### config.mk
export PLATFORM = sky130hd
export DESIGN_NAME = cpf_core
export DESIGN_NICKNAME = d
export VERILOG_FILES = /design/src/inc/cpf_pkg.sv /design/src/verilog/cpf_core.sv /design/src/verilog/cpf_return_stack.sv
export VERILOG_INCLUDE_DIRS = /design/src /design/src/inc
export SDC_FILE = /design/constraint.sdc
export NUM_CORES = 1
export LEC_CHECK = 0
export BUFFER_PORTS_ARGS = -buffer_cell sky130_fd_sc_hd__buf_2
export CAP_MARGIN = 20
export CORE_ASPECT_RATIO = 1.1
export CORE_MARGIN = 2
export CORE_UTILIZATION = 23
export CTS_BUF_LIST = sky130_fd_sc_hd__clkbuf_4
export DETAILED_ROUTE_END_ITERATION = 8
export HOLD_SLACK_MARGIN = 0.08
export SLEW_MARGIN = 20
export SYNTH_ARGS = -nofsm -noshare
export SYNTH_HDL_FRONTEND = slang
export SYNTH_HIERARCHICAL = 1
export SYNTH_SLANG_ARGS = --single-unit
### constraint.sdc
create_clock -name mclk_i -period 8 [get_ports mclk_i]
set_input_delay 0.8 -clock mclk_i [delete_from_list [all_inputs] [get_ports mclk_i]]
set_output_delay 0.8 -clock mclk_i [all_outputs]
set_load 0.01 [all_outputs]
### src/inc/cpf_consts.svh
`ifndef CPF_CONSTS_SVH
`define CPF_CONSTS_SVH
// data register space addresses
`define CPF_ADDR_INDIRECT 8'h00
`define CPF_ADDR_PC_LOW 8'h02
`define CPF_ADDR_STATUS 8'h03
`define CPF_ADDR_POINTER 8'h04
`define CPF_ADDR_TRIM 8'h05
// config field positions
`define CPF_CFG_WAKE_BIT 7
`define CPF_CFG_PULLUP_BIT 6
`define CPF_CFG_SRC_BIT 5
`define CPF_CFG_EDGE_BIT 4
`define CPF_CFG_ASSIGN_BIT 3
// status page preselect positions
`define CPF_STATUS_PA_LO 5
`define CPF_STATUS_PA_HI 6
// reset values
`define CPF_CFG_RESET 8'hff
`define CPF_TRIM_RESET 7'h7f
`define CPF_PC_RESET 12'hfff
`define CPF_POINTER_RESET 8'h00
`define CPF_STATUS_RESET 8'h18
`define CPF_TDIV_RESET 9'h100
`define CPF_WDIV_RESET 8'h80
`endif

### src/inc/cpf_pkg.sv
package cpf_pkg;
  typedef enum logic [2:0] {
    CPF_OP_SEQ = 3'b000,
    CPF_OP_JUMP = 3'b001,
    CPF_OP_CALL = 3'b010,
    CPF_OP_RETURN = 3'b011,
    CPF_OP_PCL_WRITE = 3'b100,
    CPF_OP_OPTION = 3'b101,
    CPF_OP_HOLD = 3'b110
  } cpf_op_type;

  typedef struct packed {
    cpf_op_type op;
    logic [8:0] imm;
    logic [7:0] wreg;
  } cpf_instr_type;

  typedef struct packed {
    logic wr;
    logic rd;
    logic [7:0] addr;
    logic [7:0] wdata;
  } cpf_data_req_type;

  typedef struct packed {
    logic pin_change_wake_disable;
    logic weak_pullup_disable;
    logic timer_source_select;
    logic timer_edge_select;
    logic prescaler_assign;
    logic [2:0] prescale_ratio;
  } cpf_cfg_type;
endpackage : cpf_pkg

### src/verilog/cpf_core.sv
`include "cpf_consts.svh"
module cpf_core #(
  parameter int PC_WIDTH = 12,
  parameter int STACK_DEPTH = 4
) (
  input wire logic mclk_i, // instruction cycle clock
  input wire logic rst_b_i, // any device reset, active low
  input wire cpf_pkg::cpf_instr_type instr_i, // decoded control op
  input wire cpf_pkg::cpf_data_req_type data_req_i, // data space access
  input wire logic [7:0] status_wdata_i, // status write value from core
  input wire logic [7:0] ext_rdata_i, // read data of the addressed file register
  input wire logic pin_dir_control_i, // direction setting of timer pin
  output logic [PC_WIDTH-1:0] pc_o, // program counter
  output logic [7:0] rdata_o, // data read result
  output logic [7:0] ext_addr_o, // effective file address
  output logic ext_wr_o, // write strobe to file register
  output logic [7:0] ext_wdata_o, // write data to file register
  output logic [7:0] wreg_load_o, // literal for working register
  output logic wreg_load_en_o, // working register load strobe
  output cpf_pkg::cpf_cfg_type cfg_o, // config fields
  output logic wake_enable_o, // pin-change wake-up enabled
  output logic pullup_enable_o, // weak pull-ups enabled
  output logic timer_use_ext_o, // timer counts pin transitions
  output logic timer_falling_o, // count falling edges
  output logic prescale_to_watchdog_o, // prescaler on watchdog
  output logic [8:0] timer_divide_o, // timer prescale divisor
  output logic [7:0] watchdog_divide_o, // watchdog prescale divisor
  output logic timer_pin_dir_o, // effective pin direction, 1 input
  output logic [1:0] page_preselect_o, // page preselect bits
  output logic [6:0] oscillator_trim_o // trim value to oscillator
);
  // ==========================================================
  // reset synchroniser
  // asserts at once, releases two clean edges later
  logic [1:0] rst_sync;
  logic rst_b;

  always_ff @(posedge mclk_i or negedge rst_b_i) begin
    if (!rst_b_i) begin
      rst_sync <= 2'h0;
    end else begin
      rst_sync <= {rst_sync[0], 1'b1};
    end
  end
  assign rst_b = rst_sync[1];

  // ==========================================================
  // state
  typedef struct packed {
    logic [PC_WIDTH-1:0] pc;
    cpf_pkg::cpf_cfg_type cfg;
    logic [6:0] trim;
    logic [7:0] pointer;
    logic [7:0] status;
    logic [7:0] rdata;
    logic [7:0] ext_addr;
    logic ext_wr;
    logic [7:0] ext_wdata;
    logic [7:0] wreg_load;
    logic wreg_load_en;
    logic [8:0] tdiv;
    logic [7:0] wdiv;
    logic pin_dir;
    logic wake_en;
    logic pullup_en;
  } cpf_state_type;

  cpf_state_type st;
  cpf_state_type next_st;
  logic [PC_WIDTH-1:0] stack_top;
  logic [PC_WIDTH-1:0] pc_inc;
  logic do_push;
  logic do_pop;
  logic [7:0] eff_addr;
  logic pcl_data_write;
  logic null_access;

  // ==========================================================
  // helpers
  // power of two divisor
  function automatic logic [8:0] cpf_pow2(input logic [3:0] n);
    cpf_pow2 = 9'h001 << n;
  endfunction : cpf_pow2

  // page preselect field of a status value
  function automatic logic [1:0] cpf_page(input logic [7:0] status);
    cpf_page = status[`CPF_STATUS_PA_HI:`CPF_STATUS_PA_LO];
  endfunction : cpf_page

  // call and low byte write: top bit kept, bit 8 cleared, page from preselect
  function automatic logic [PC_WIDTH-1:0] cpf_near_target(
    input logic [PC_WIDTH-1:0] pc,
    input logic [7:0] status,
    input logic [7:0] low
  );
    cpf_near_target = pc;
    cpf_near_target[7:0] = low;
    cpf_near_target[8] = 1'b0;
    cpf_near_target[10:9] = cpf_page(status);
  endfunction : cpf_near_target

  // jump: nine bits from the instruction, top bit cleared
  function automatic logic [PC_WIDTH-1:0] cpf_far_target(
    input logic [7:0] status,
    input logic [8:0] imm
  );
    cpf_far_target = '0;
    cpf_far_target[8:0] = imm;
    cpf_far_target[10:9] = cpf_page(status);
  endfunction : cpf_far_target

  // indirect port with a zero pointer
  function automatic logic cpf_null_access(
    input logic [7:0] addr,
    input logic [7:0] pointer
  );
    cpf_null_access = (addr == `CPF_ADDR_INDIRECT) && (pointer == 8'h00);
  endfunction : cpf_null_access

  // core-held register value, or the file data for any other address
  function automatic logic [7:0] cpf_read_mux(
    input logic [7:0] addr,
    input logic [PC_WIDTH-1:0] pc,
    input logic [7:0] status,
    input logic [7:0] pointer,
    input logic [6:0] trim,
    input logic [7:0] file_data
  );
    unique case (addr)
      `CPF_ADDR_PC_LOW: cpf_read_mux = pc[7:0];
      `CPF_ADDR_STATUS: cpf_read_mux = status;
      `CPF_ADDR_POINTER: cpf_read_mux = pointer;
      `CPF_ADDR_TRIM: cpf_read_mux = {trim, 1'b0};
      default: cpf_read_mux = file_data;
    endcase
  endfunction : cpf_read_mux

  // ==========================================================
  // addressing
  assign pc_inc = st.pc + {{(PC_WIDTH-1){1'b0}}, 1'b1};
  assign do_push = (instr_i.op == cpf_pkg::CPF_OP_CALL);
  assign do_pop = (instr_i.op == cpf_pkg::CPF_OP_RETURN);
  // indirect port resolves through the pointer
  assign eff_addr = (data_req_i.addr == `CPF_ADDR_INDIRECT) ? st.pointer :
                    data_req_i.addr;
  assign pcl_data_write = data_req_i.wr && (eff_addr == `CPF_ADDR_PC_LOW);
  assign null_access = cpf_null_access(data_req_i.addr, st.pointer);

  // ==========================================================
  // return stack
  cpf_return_stack #(
    .DEPTH(STACK_DEPTH),
    .WIDTH(PC_WIDTH)
  ) u_stack (
    .mclk_i(mclk_i),
    .rst_b_i(rst_b),
    .push_i(do_push),
    .pop_i(do_pop),
    .push_addr_i(pc_inc),
    .top_o(stack_top)
  );

  // ==========================================================
  // next state
  always_comb begin
    next_st = st;
    next_st.ext_wr = 1'b0;
    next_st.wreg_load_en = 1'b0;
    next_st.pc = pc_inc;
    unique case (instr_i.op)
      cpf_pkg::CPF_OP_SEQ: begin
      end
      cpf_pkg::CPF_OP_JUMP: begin
        next_st.pc = cpf_far_target(st.status, instr_i.imm);
      end
      cpf_pkg::CPF_OP_CALL: begin
        next_st.pc = cpf_near_target(st.pc, st.status, instr_i.imm[7:0]);
      end
      cpf_pkg::CPF_OP_RETURN: begin
        next_st.pc = stack_top;
        next_st.wreg_load = instr_i.imm[7:0];
        next_st.wreg_load_en = 1'b1;
      end
      cpf_pkg::CPF_OP_PCL_WRITE: begin
        next_st.pc = st.pc;
      end
      cpf_pkg::CPF_OP_OPTION: begin
        next_st.cfg = cpf_pkg::cpf_cfg_type'(instr_i.wreg);
      end
      cpf_pkg::CPF_OP_HOLD: begin
        next_st.pc = st.pc;
      end
      default: begin
        next_st.pc = st.pc;
      end
    endcase
    // computed jump through the low byte
    if (pcl_data_write) begin
      next_st.pc = cpf_near_target(st.pc, st.status, data_req_i.wdata);
    end
    // data space reads
    next_st.rdata = 8'h00;
    if (data_req_i.rd) begin
      if (null_access) begin
        next_st.rdata = 8'h00;
      end else begin
        next_st.rdata = cpf_read_mux(eff_addr, st.pc, st.status, st.pointer, st.trim,
                                     ext_rdata_i);
      end
    end
    // data space writes; pointer zero through indirect port is dropped
    if (data_req_i.wr && !null_access) begin
      unique case (eff_addr)
        `CPF_ADDR_PC_LOW: begin
        end
        `CPF_ADDR_STATUS: next_st.status = status_wdata_i;
        `CPF_ADDR_POINTER: next_st.pointer = data_req_i.wdata;
        `CPF_ADDR_TRIM: next_st.trim = data_req_i.wdata[7:1];
        default: begin
          next_st.ext_wr = 1'b1;
          next_st.ext_wdata = data_req_i.wdata;
        end
      endcase
    end
    next_st.ext_addr = eff_addr;
    next_st.tdiv = cpf_pow2({1'b0, next_st.cfg.prescale_ratio} + 4'h1);
    next_st.wdiv = 8'(cpf_pow2({1'b0, next_st.cfg.prescale_ratio}));
    next_st.pin_dir = next_st.cfg.timer_source_select | pin_dir_control_i;
    // enables are active high, the config bits disable
    next_st.wake_en = !next_st.cfg.pin_change_wake_disable;
    next_st.pullup_en = !next_st.cfg.weak_pullup_disable;
  end

  // ==========================================================
  // registers
  always_ff @(posedge mclk_i or negedge rst_b) begin
    if (!rst_b) begin
      st.pc <= `CPF_PC_RESET;
      st.cfg <= `CPF_CFG_RESET;
      st.trim <= `CPF_TRIM_RESET;
      st.pointer <= `CPF_POINTER_RESET;
      st.status <= `CPF_STATUS_RESET;
      st.rdata <= 8'h00;
      st.ext_addr <= 8'h00;
      st.ext_wr <= 1'b0;
      st.ext_wdata <= 8'h00;
      st.wreg_load <= 8'h00;
      st.wreg_load_en <= 1'b0;
      st.tdiv <= `CPF_TDIV_RESET;
      st.wdiv <= `CPF_WDIV_RESET;
      st.pin_dir <= 1'b1;
      st.wake_en <= 1'b0;
      st.pullup_en <= 1'b0;
    end else begin
      st <= next_st;
    end
  end

  // ==========================================================
  // outputs
  assign pc_o = st.pc;
  assign rdata_o = st.rdata;
  assign ext_addr_o = st.ext_addr;
  assign ext_wr_o = st.ext_wr;
  assign ext_wdata_o = st.ext_wdata;
  assign wreg_load_o = st.wreg_load;
  assign wreg_load_en_o = st.wreg_load_en;
  assign cfg_o = st.cfg;
  assign wake_enable_o = st.wake_en;
  assign pullup_enable_o = st.pullup_en;
  assign timer_use_ext_o = st.cfg.timer_source_select;
  assign timer_falling_o = st.cfg.timer_edge_select;
  assign prescale_to_watchdog_o = st.cfg.prescaler_assign;
  assign timer_divide_o = st.tdiv;
  assign watchdog_divide_o = st.wdiv;
  assign timer_pin_dir_o = st.pin_dir;
  assign page_preselect_o = st.status[`CPF_STATUS_PA_HI:`CPF_STATUS_PA_LO];
  assign oscillator_trim_o = st.trim;
endmodule : cpf_core

### src/verilog/cpf_return_stack.sv
`include "cpf_consts.svh"
// four level return address stack, no overflow or underflow flags
module cpf_return_stack #(
  parameter int DEPTH = 4,
  parameter int WIDTH = 12
) (
  input wire logic mclk_i, // clock
  input wire logic rst_b_i, // synchronised reset, active low
  input wire logic push_i, // call
  input wire logic pop_i, // return
  input wire logic [WIDTH-1:0] push_addr_i, // return address
  output logic [WIDTH-1:0] top_o // level one, no full or empty flag
);
  logic [WIDTH-1:0] level [DEPTH];
  logic [WIDTH-1:0] next_level [DEPTH];

  always_comb begin
    for (int i = 0; i < DEPTH; i++) begin
      next_level[i] = level[i];
    end
    if (push_i) begin
      next_level[0] = push_addr_i;
      for (int i = 1; i < DEPTH; i++) begin
        next_level[i] = level[i-1];
      end
    end else if (pop_i) begin
      for (int i = 0; i < DEPTH - 1; i++) begin
        next_level[i] = level[i+1];
      end
    end
  end

  // deepest level keeps its value on pop
  always_ff @(posedge mclk_i or negedge rst_b_i) begin
    if (!rst_b_i) begin
      for (int i = 0; i < DEPTH; i++) begin
        level[i] <= '0;
      end
    end else begin
      for (int i = 0; i < DEPTH; i++) begin
        level[i] <= next_level[i];
      end
    end
  end

  assign top_o = level[0];
endmodule : cpf_return_stack

; ---- Yosys cells after proc, flatten, opt, wreduce, memory -nomap -nowiden
; Cells that the tools add are included.
; W data, S select, Z words.
[word_totals]
romBits = 0
ramBits = 0
latch_bits = 0
in_bits = 57
reg_bits = 147
memories = 0
[classes]
multipliers = 0
mux = 12
reduce_logical = 19
n_shift = 2
n_lt_le_gt_ge = 0
eq_ne = 8
bitwise = 4
n_addsub = 2
div_mod_pow = 0
[ops]
columns = operator, count
row1 = $mux W36, 2
row2 = $pmux W12 S4, 1
row3 = $mux W8, 4
row4 = $pmux W8 S4, 1
row5 = $mux W9, 2
row6 = $eq A8 B2 Y1 const B, 2
row7 = $eq A8 B3 Y1 const B, 2
row8 = $logic_not A8 Y1, 2
row9 = $add A12 B1 Y12 const B, 1
row10 = $mux W11, 1
row11 = $shl A1 B4 Y9 const A, 1
row12 = $reduce_and A2 Y1, 4
row13 = $shl A1 B3 Y8 const A, 1
row14 = $eq A3 B2 Y1 const B, 2
row15 = $reduce_bool A5 Y1, 1
row16 = $add A3 B1 Y4 const B, 1
row17 = $reduce_or A4 Y1, 1
row18 = $eq A3 B1 Y1 const B, 1
row19 = $eq A3 B3 Y1 const B, 1
row20 = $logic_and A1 B1 Y1, 3
row21 = $logic_not A1 Y1, 3
row22 = $logic_not A3 Y1, 1
row23 = $not A1 Y1, 3
row24 = $reduce_and A3 Y1, 1
row25 = 5 further kinds, 5

; ---- Depth between registers and ports, before layout
[depth]
word_depth = 6
mapped_depth = 9
mapped_depth_nobuf = 6

; ---- Hierarchy
; Netlist, hierarchy kept.
[by_module_without_submodules]
columns = module, seq_area_each_um2, area_each_um2, instances, cells_per_inst
row1 = cpf_core, 2517.4, 5531.6, 1, 542
row2 = cpf_return_stack, 1201.2, 2219.6, 1, 193

; ---- Worst setup path after synthesis
; OpenSTA, ideal clock, no wires.
[synth_path]
kind = input port to flip-flop
startpoint = in data_req_i[15] in the netlist's numbering
endpoint = reg st (netlist bit page_preselect_o[1])
t_arrival_ns = 2.599
stages = 6
n_path_buf = 1
t_required_ns = 7.875
slack_ns = 5.277
path_cell_list = nor2_4 -> or4b_1 -> clkbuf_1 -> or2_4 -> nor4_4 -> mux2_2
[synth_between]
elab_chain_cells = 5
[synth_lines]
columns = element, line
row1 = start: declaration, cpf_core.sv:9  ; input wire cpf_pkg::cpf_data_req_type data_req_i,
row2 = "parallel branches: the longest is 4 deep, another holds $logic_not A8 Y1", -
row3 = $reduce_and A2 Y1 (no source line) *, -
row4 = end signal: assignment, cpf_core.sv:255  ; st <= next_st;
row5 = end: declaration, cpf_core.sv:68  ; cpf_state_type st;
; Every way passes the cells marked *.
; A chain may end at the register's enable or synchronous reset.

; ---- Final worst setup path
[layout_path]
startpoint = reg st[65] in the netlist's numbering
endpoint = reg st (netlist bit ext_wdata_o[0])
[layout_between]
elab_chain_cells = 5
[layout_lines]
columns = element, line
row1 = $mux W8 / $logic_not A8 Y1 (equally long branches), "cpf_core.sv:144, cpf_core.sv:117"
row2 = "$eq A8 B2 Y1, or another cell as far along", cpf_core.sv:213  ; unique case (eff_addr)
row3 = $reduce_or A4 Y1 (no source line) / $logic_not A1 Y1 (equally long branches), -
row4 = $not A1 Y1 (no source line) / $logic_and A1 B1 Y1 (equally long branches), -
row5 = $reduce_and A2 Y1 (no source line) *, -
; Every way passes the cells marked *; elsewhere a longest branch is shown, timed or not.

==> metrics <==
# fillers=3,504; number of remaining DRC errors=0; sequential area share after synthesis=0.480; global-route wire length before repair=31,100 um; WS Path Type=reg -> reg; Core Area=0.0332 mm^2; CTS H-tree depth=4; DR top layer=met4; Crit-path slowest cell=nor3_1; M1 WL=8800 um; routed wire length=20,200 um; # setup viols final=0; Mean Syn Cell Area=10.5 um^2; CTS Buffer Depth=2; Die X=179 um; RD Place Congestion=0.870; total chip power=1.87 mW; final core utilization=0.256; R2R depth=5; crit end category=register; Post-CTS Resized=0; starting density of the core=0.234; Final #Nets=835; Final Hold Fails=0; post-layout min period=3.03 ns; number of buffers created by CTS=17; Overflow after GRT=0; Crit path largest cell delay=0.87 ns; Leak=3.76 nW; final std cell area, no fill=0.00849 mm^2; clock sinks=147; Worst R2R Setup Slack=4.97 ns; setup TNS=0 ns; Worst-path clk slew=0.14 ns; most common cell after layout, fill and taps aside=buf_2; most frequent cells in the layout=buf_2 (142), dfrtp_1 (114), nand2_1 (79); maximum VDD drop=104 uV; vias in the first global route=5,239; CTS tree=yes; Netlist cell types=64; dpl hpwl=14,800 um; met2 WL post-DR=9890 um; Skew-Pair Late Insertion Delay=0.56 ns; TritonRoute pass-1 iters=5; Die Height=197 um; Tot GR Track Use=0.117; Antenna Nets Post-Route=0; result of the run=complete, no violations; Area Growth Syn to Fin=9.57%; vias per std cell=4.47; Setup crit start kind=register; CP arrival=3.47 ns; Clock Skews=0.0206 ns; Avg WL per Cell=16.5 um; placed instance area=0.00817 mm^2; Rows=70; reg-to-reg endpoint=ext_wdata_o[0]; via count=5,457; critical path fanouts, max=13; hold_ws=0.243 ns; Main synth FF type=dfrtp_1; P per Cell Area=221 mW/mm^2; Max Fclk=330 MHz; Syn Nets=795; Post-Syn Instances=735; max capacitance violation total=0; Worst slew margin=0.297; I/O Buffers=142; met3 wire len=1130 um; cell chain of the critical path=nor4_2, a31oi_1, nor3_1, or2_2, mux2_2; RR Startpoint=st[65]; Synth Cell Area=0.00775 mm^2; die area=0.0352 mm^2; layout cells sized above 1=0.358; Post-synth EDFFs=0; initial antenna violation count=1; Root Buffer=clkbuf_4; Async S/R FF share, synth=1.00; Hold/Removal Path Class=reg -> async; Data required, critical path=8.45 ns; RSZ-0062 raised after global routing=false; Slew Viols, Final=0; pin count of the biggest net entering global routing=64; post-route clock period utilization=0.378; Detailed Route Iter0 Violations=329; YS warnings=6; Yosys reg bits=147; worst slew pin tran=1.05 ns; I/O pin count=143
## cell type report
| cell class | count | area [um^2] | area share |
|---|---|---|---|
| repair buffers | 149 | 766 | 0.0902 |
| clock inverters | 13 | 173 | 0.0203 |
| flip-flops and latches | 147 | 3720 | 0.438 |
| clock buffers | 19 | 143 | 0.0168 |
| well taps | 432 | 541 | 0.0636 |
| multi-input cells | 443 | 3080 | 0.363 |
| inverters | 17 | 63.8 | 0.00751 |
| diodes | 1 | 2.50 | 0.000295 |
## cells in the mapped netlist (all sizes together), types with 4 or more instances
library cell / n / area [um^2]
mux2: 55 / 619
mux2i: 45 / 450
nor4: 7 / 95.1
or2: 4 / 27.5
a21o: 6 / 45.0
inv: 17 / 63.8
a221oi: 12 / 105
o21ai: 59 / 295
xnor2: 7 / 61.3
nand2b: 5 / 31.3
nor3: 8 / 40.0
buf: 107 / 812
dfstp: 32 / 841
nand4: 4 / 25.0
nor3b: 8 / 60.1
xor2: 5 / 43.8
nand3: 10 / 50.1
dfrtp: 115 / 2880
clkbuf: 21 / 78.8
nor2: 41 / 161
nand2: 79 / 297
a31oi: 12 / 75.1
a21oi: 12 / 60.1
nor2b: 7 / 43.8
a22oi: 10 / 75.1
a211oi: 5 / 37.5
## layer usage
| layer | vias to the layer above | global-route usage |
|---|---|---|
| li1 | 2576 | - |
| met1 | 2687 | 0.149 |
| met2 | 175 | 0.189 |
| met3 | 19 | 0.0285 |
| met4 | 0 | 0.0464 |
| met5 | - | 0 |
## per-stage QoR
step / setup slack, ns / instances
global placement: 4.61 / 1187
floorplan: 3.66 / 735
detailed placement: 4.53 / 1187
CTS: 5.04 / 1220
global route: 4.78 / 1221
finish: 4.97 / 1221
## sequential cells by signal, indices dropped and copies added (netlist names), 2 cells and up
name               cells
cfg_o                  5
ext_addr_o             8
ext_wdata_o            8
oscillator_trim_o      7
page_preselect_o       2
pc_o                  12
rdata_o                8
rst_sync               2
st                    14
timer_divide_o         9
u_stack/level         36
u_stack/top_o         12
watchdog_divide_o      8
wreg_load_o            8
## critical path: cells and delay by family, from the launching register on
kind,cells,cell delay [ns]
flops,1,0.48
mux,1,0.37
simple gates,3,1.88
compound gates,1,0.18
## cells by family after synthesis
kind of cell / synth area share
buf+inv: 0.123
fa+ha+maj: 0.00484
compound gates: 0.118
flops: 0.480
mux: 0.138
other cells: 0.000484
xor+xnor: 0.0136
simple gates: 0.122
## repair_timing
action | 4_1_cts | 5_1_grt
hold buffers | 1 | 0
buffers inserted | 0 | 0
hold endpoints to repair | 2 | 0
## worst max path at each step
stage,startpoint,end,slack [ns]
finish,st[65],ext_wdata_o[0],4.97
global route,st[65],ext_wdata_o[4],4.78
CTS,st[65],ext_wdata_o[4],5.04
detailed placement,data_req_i[15],ext_wdata_o[6],4.53
global placement,data_req_i[15],ext_wdata_o[4],4.61
floorplan,rst_sync[1],ext_addr_o[0],3.66
## power breakdown
| part | switching (mW) | total, mW | internal, mW |
|---|---|---|---|
| combinational | 0.203 | 0.366 | 0.163 |
| sequential | 0.104 | 0.985 | 0.881 |
| clock | 0.295 | 0.523 | 0.229 |
| total | 0.602 | 1.87 | 1.27 |
No activity file was read; power rests on OpenSTA's default activity.
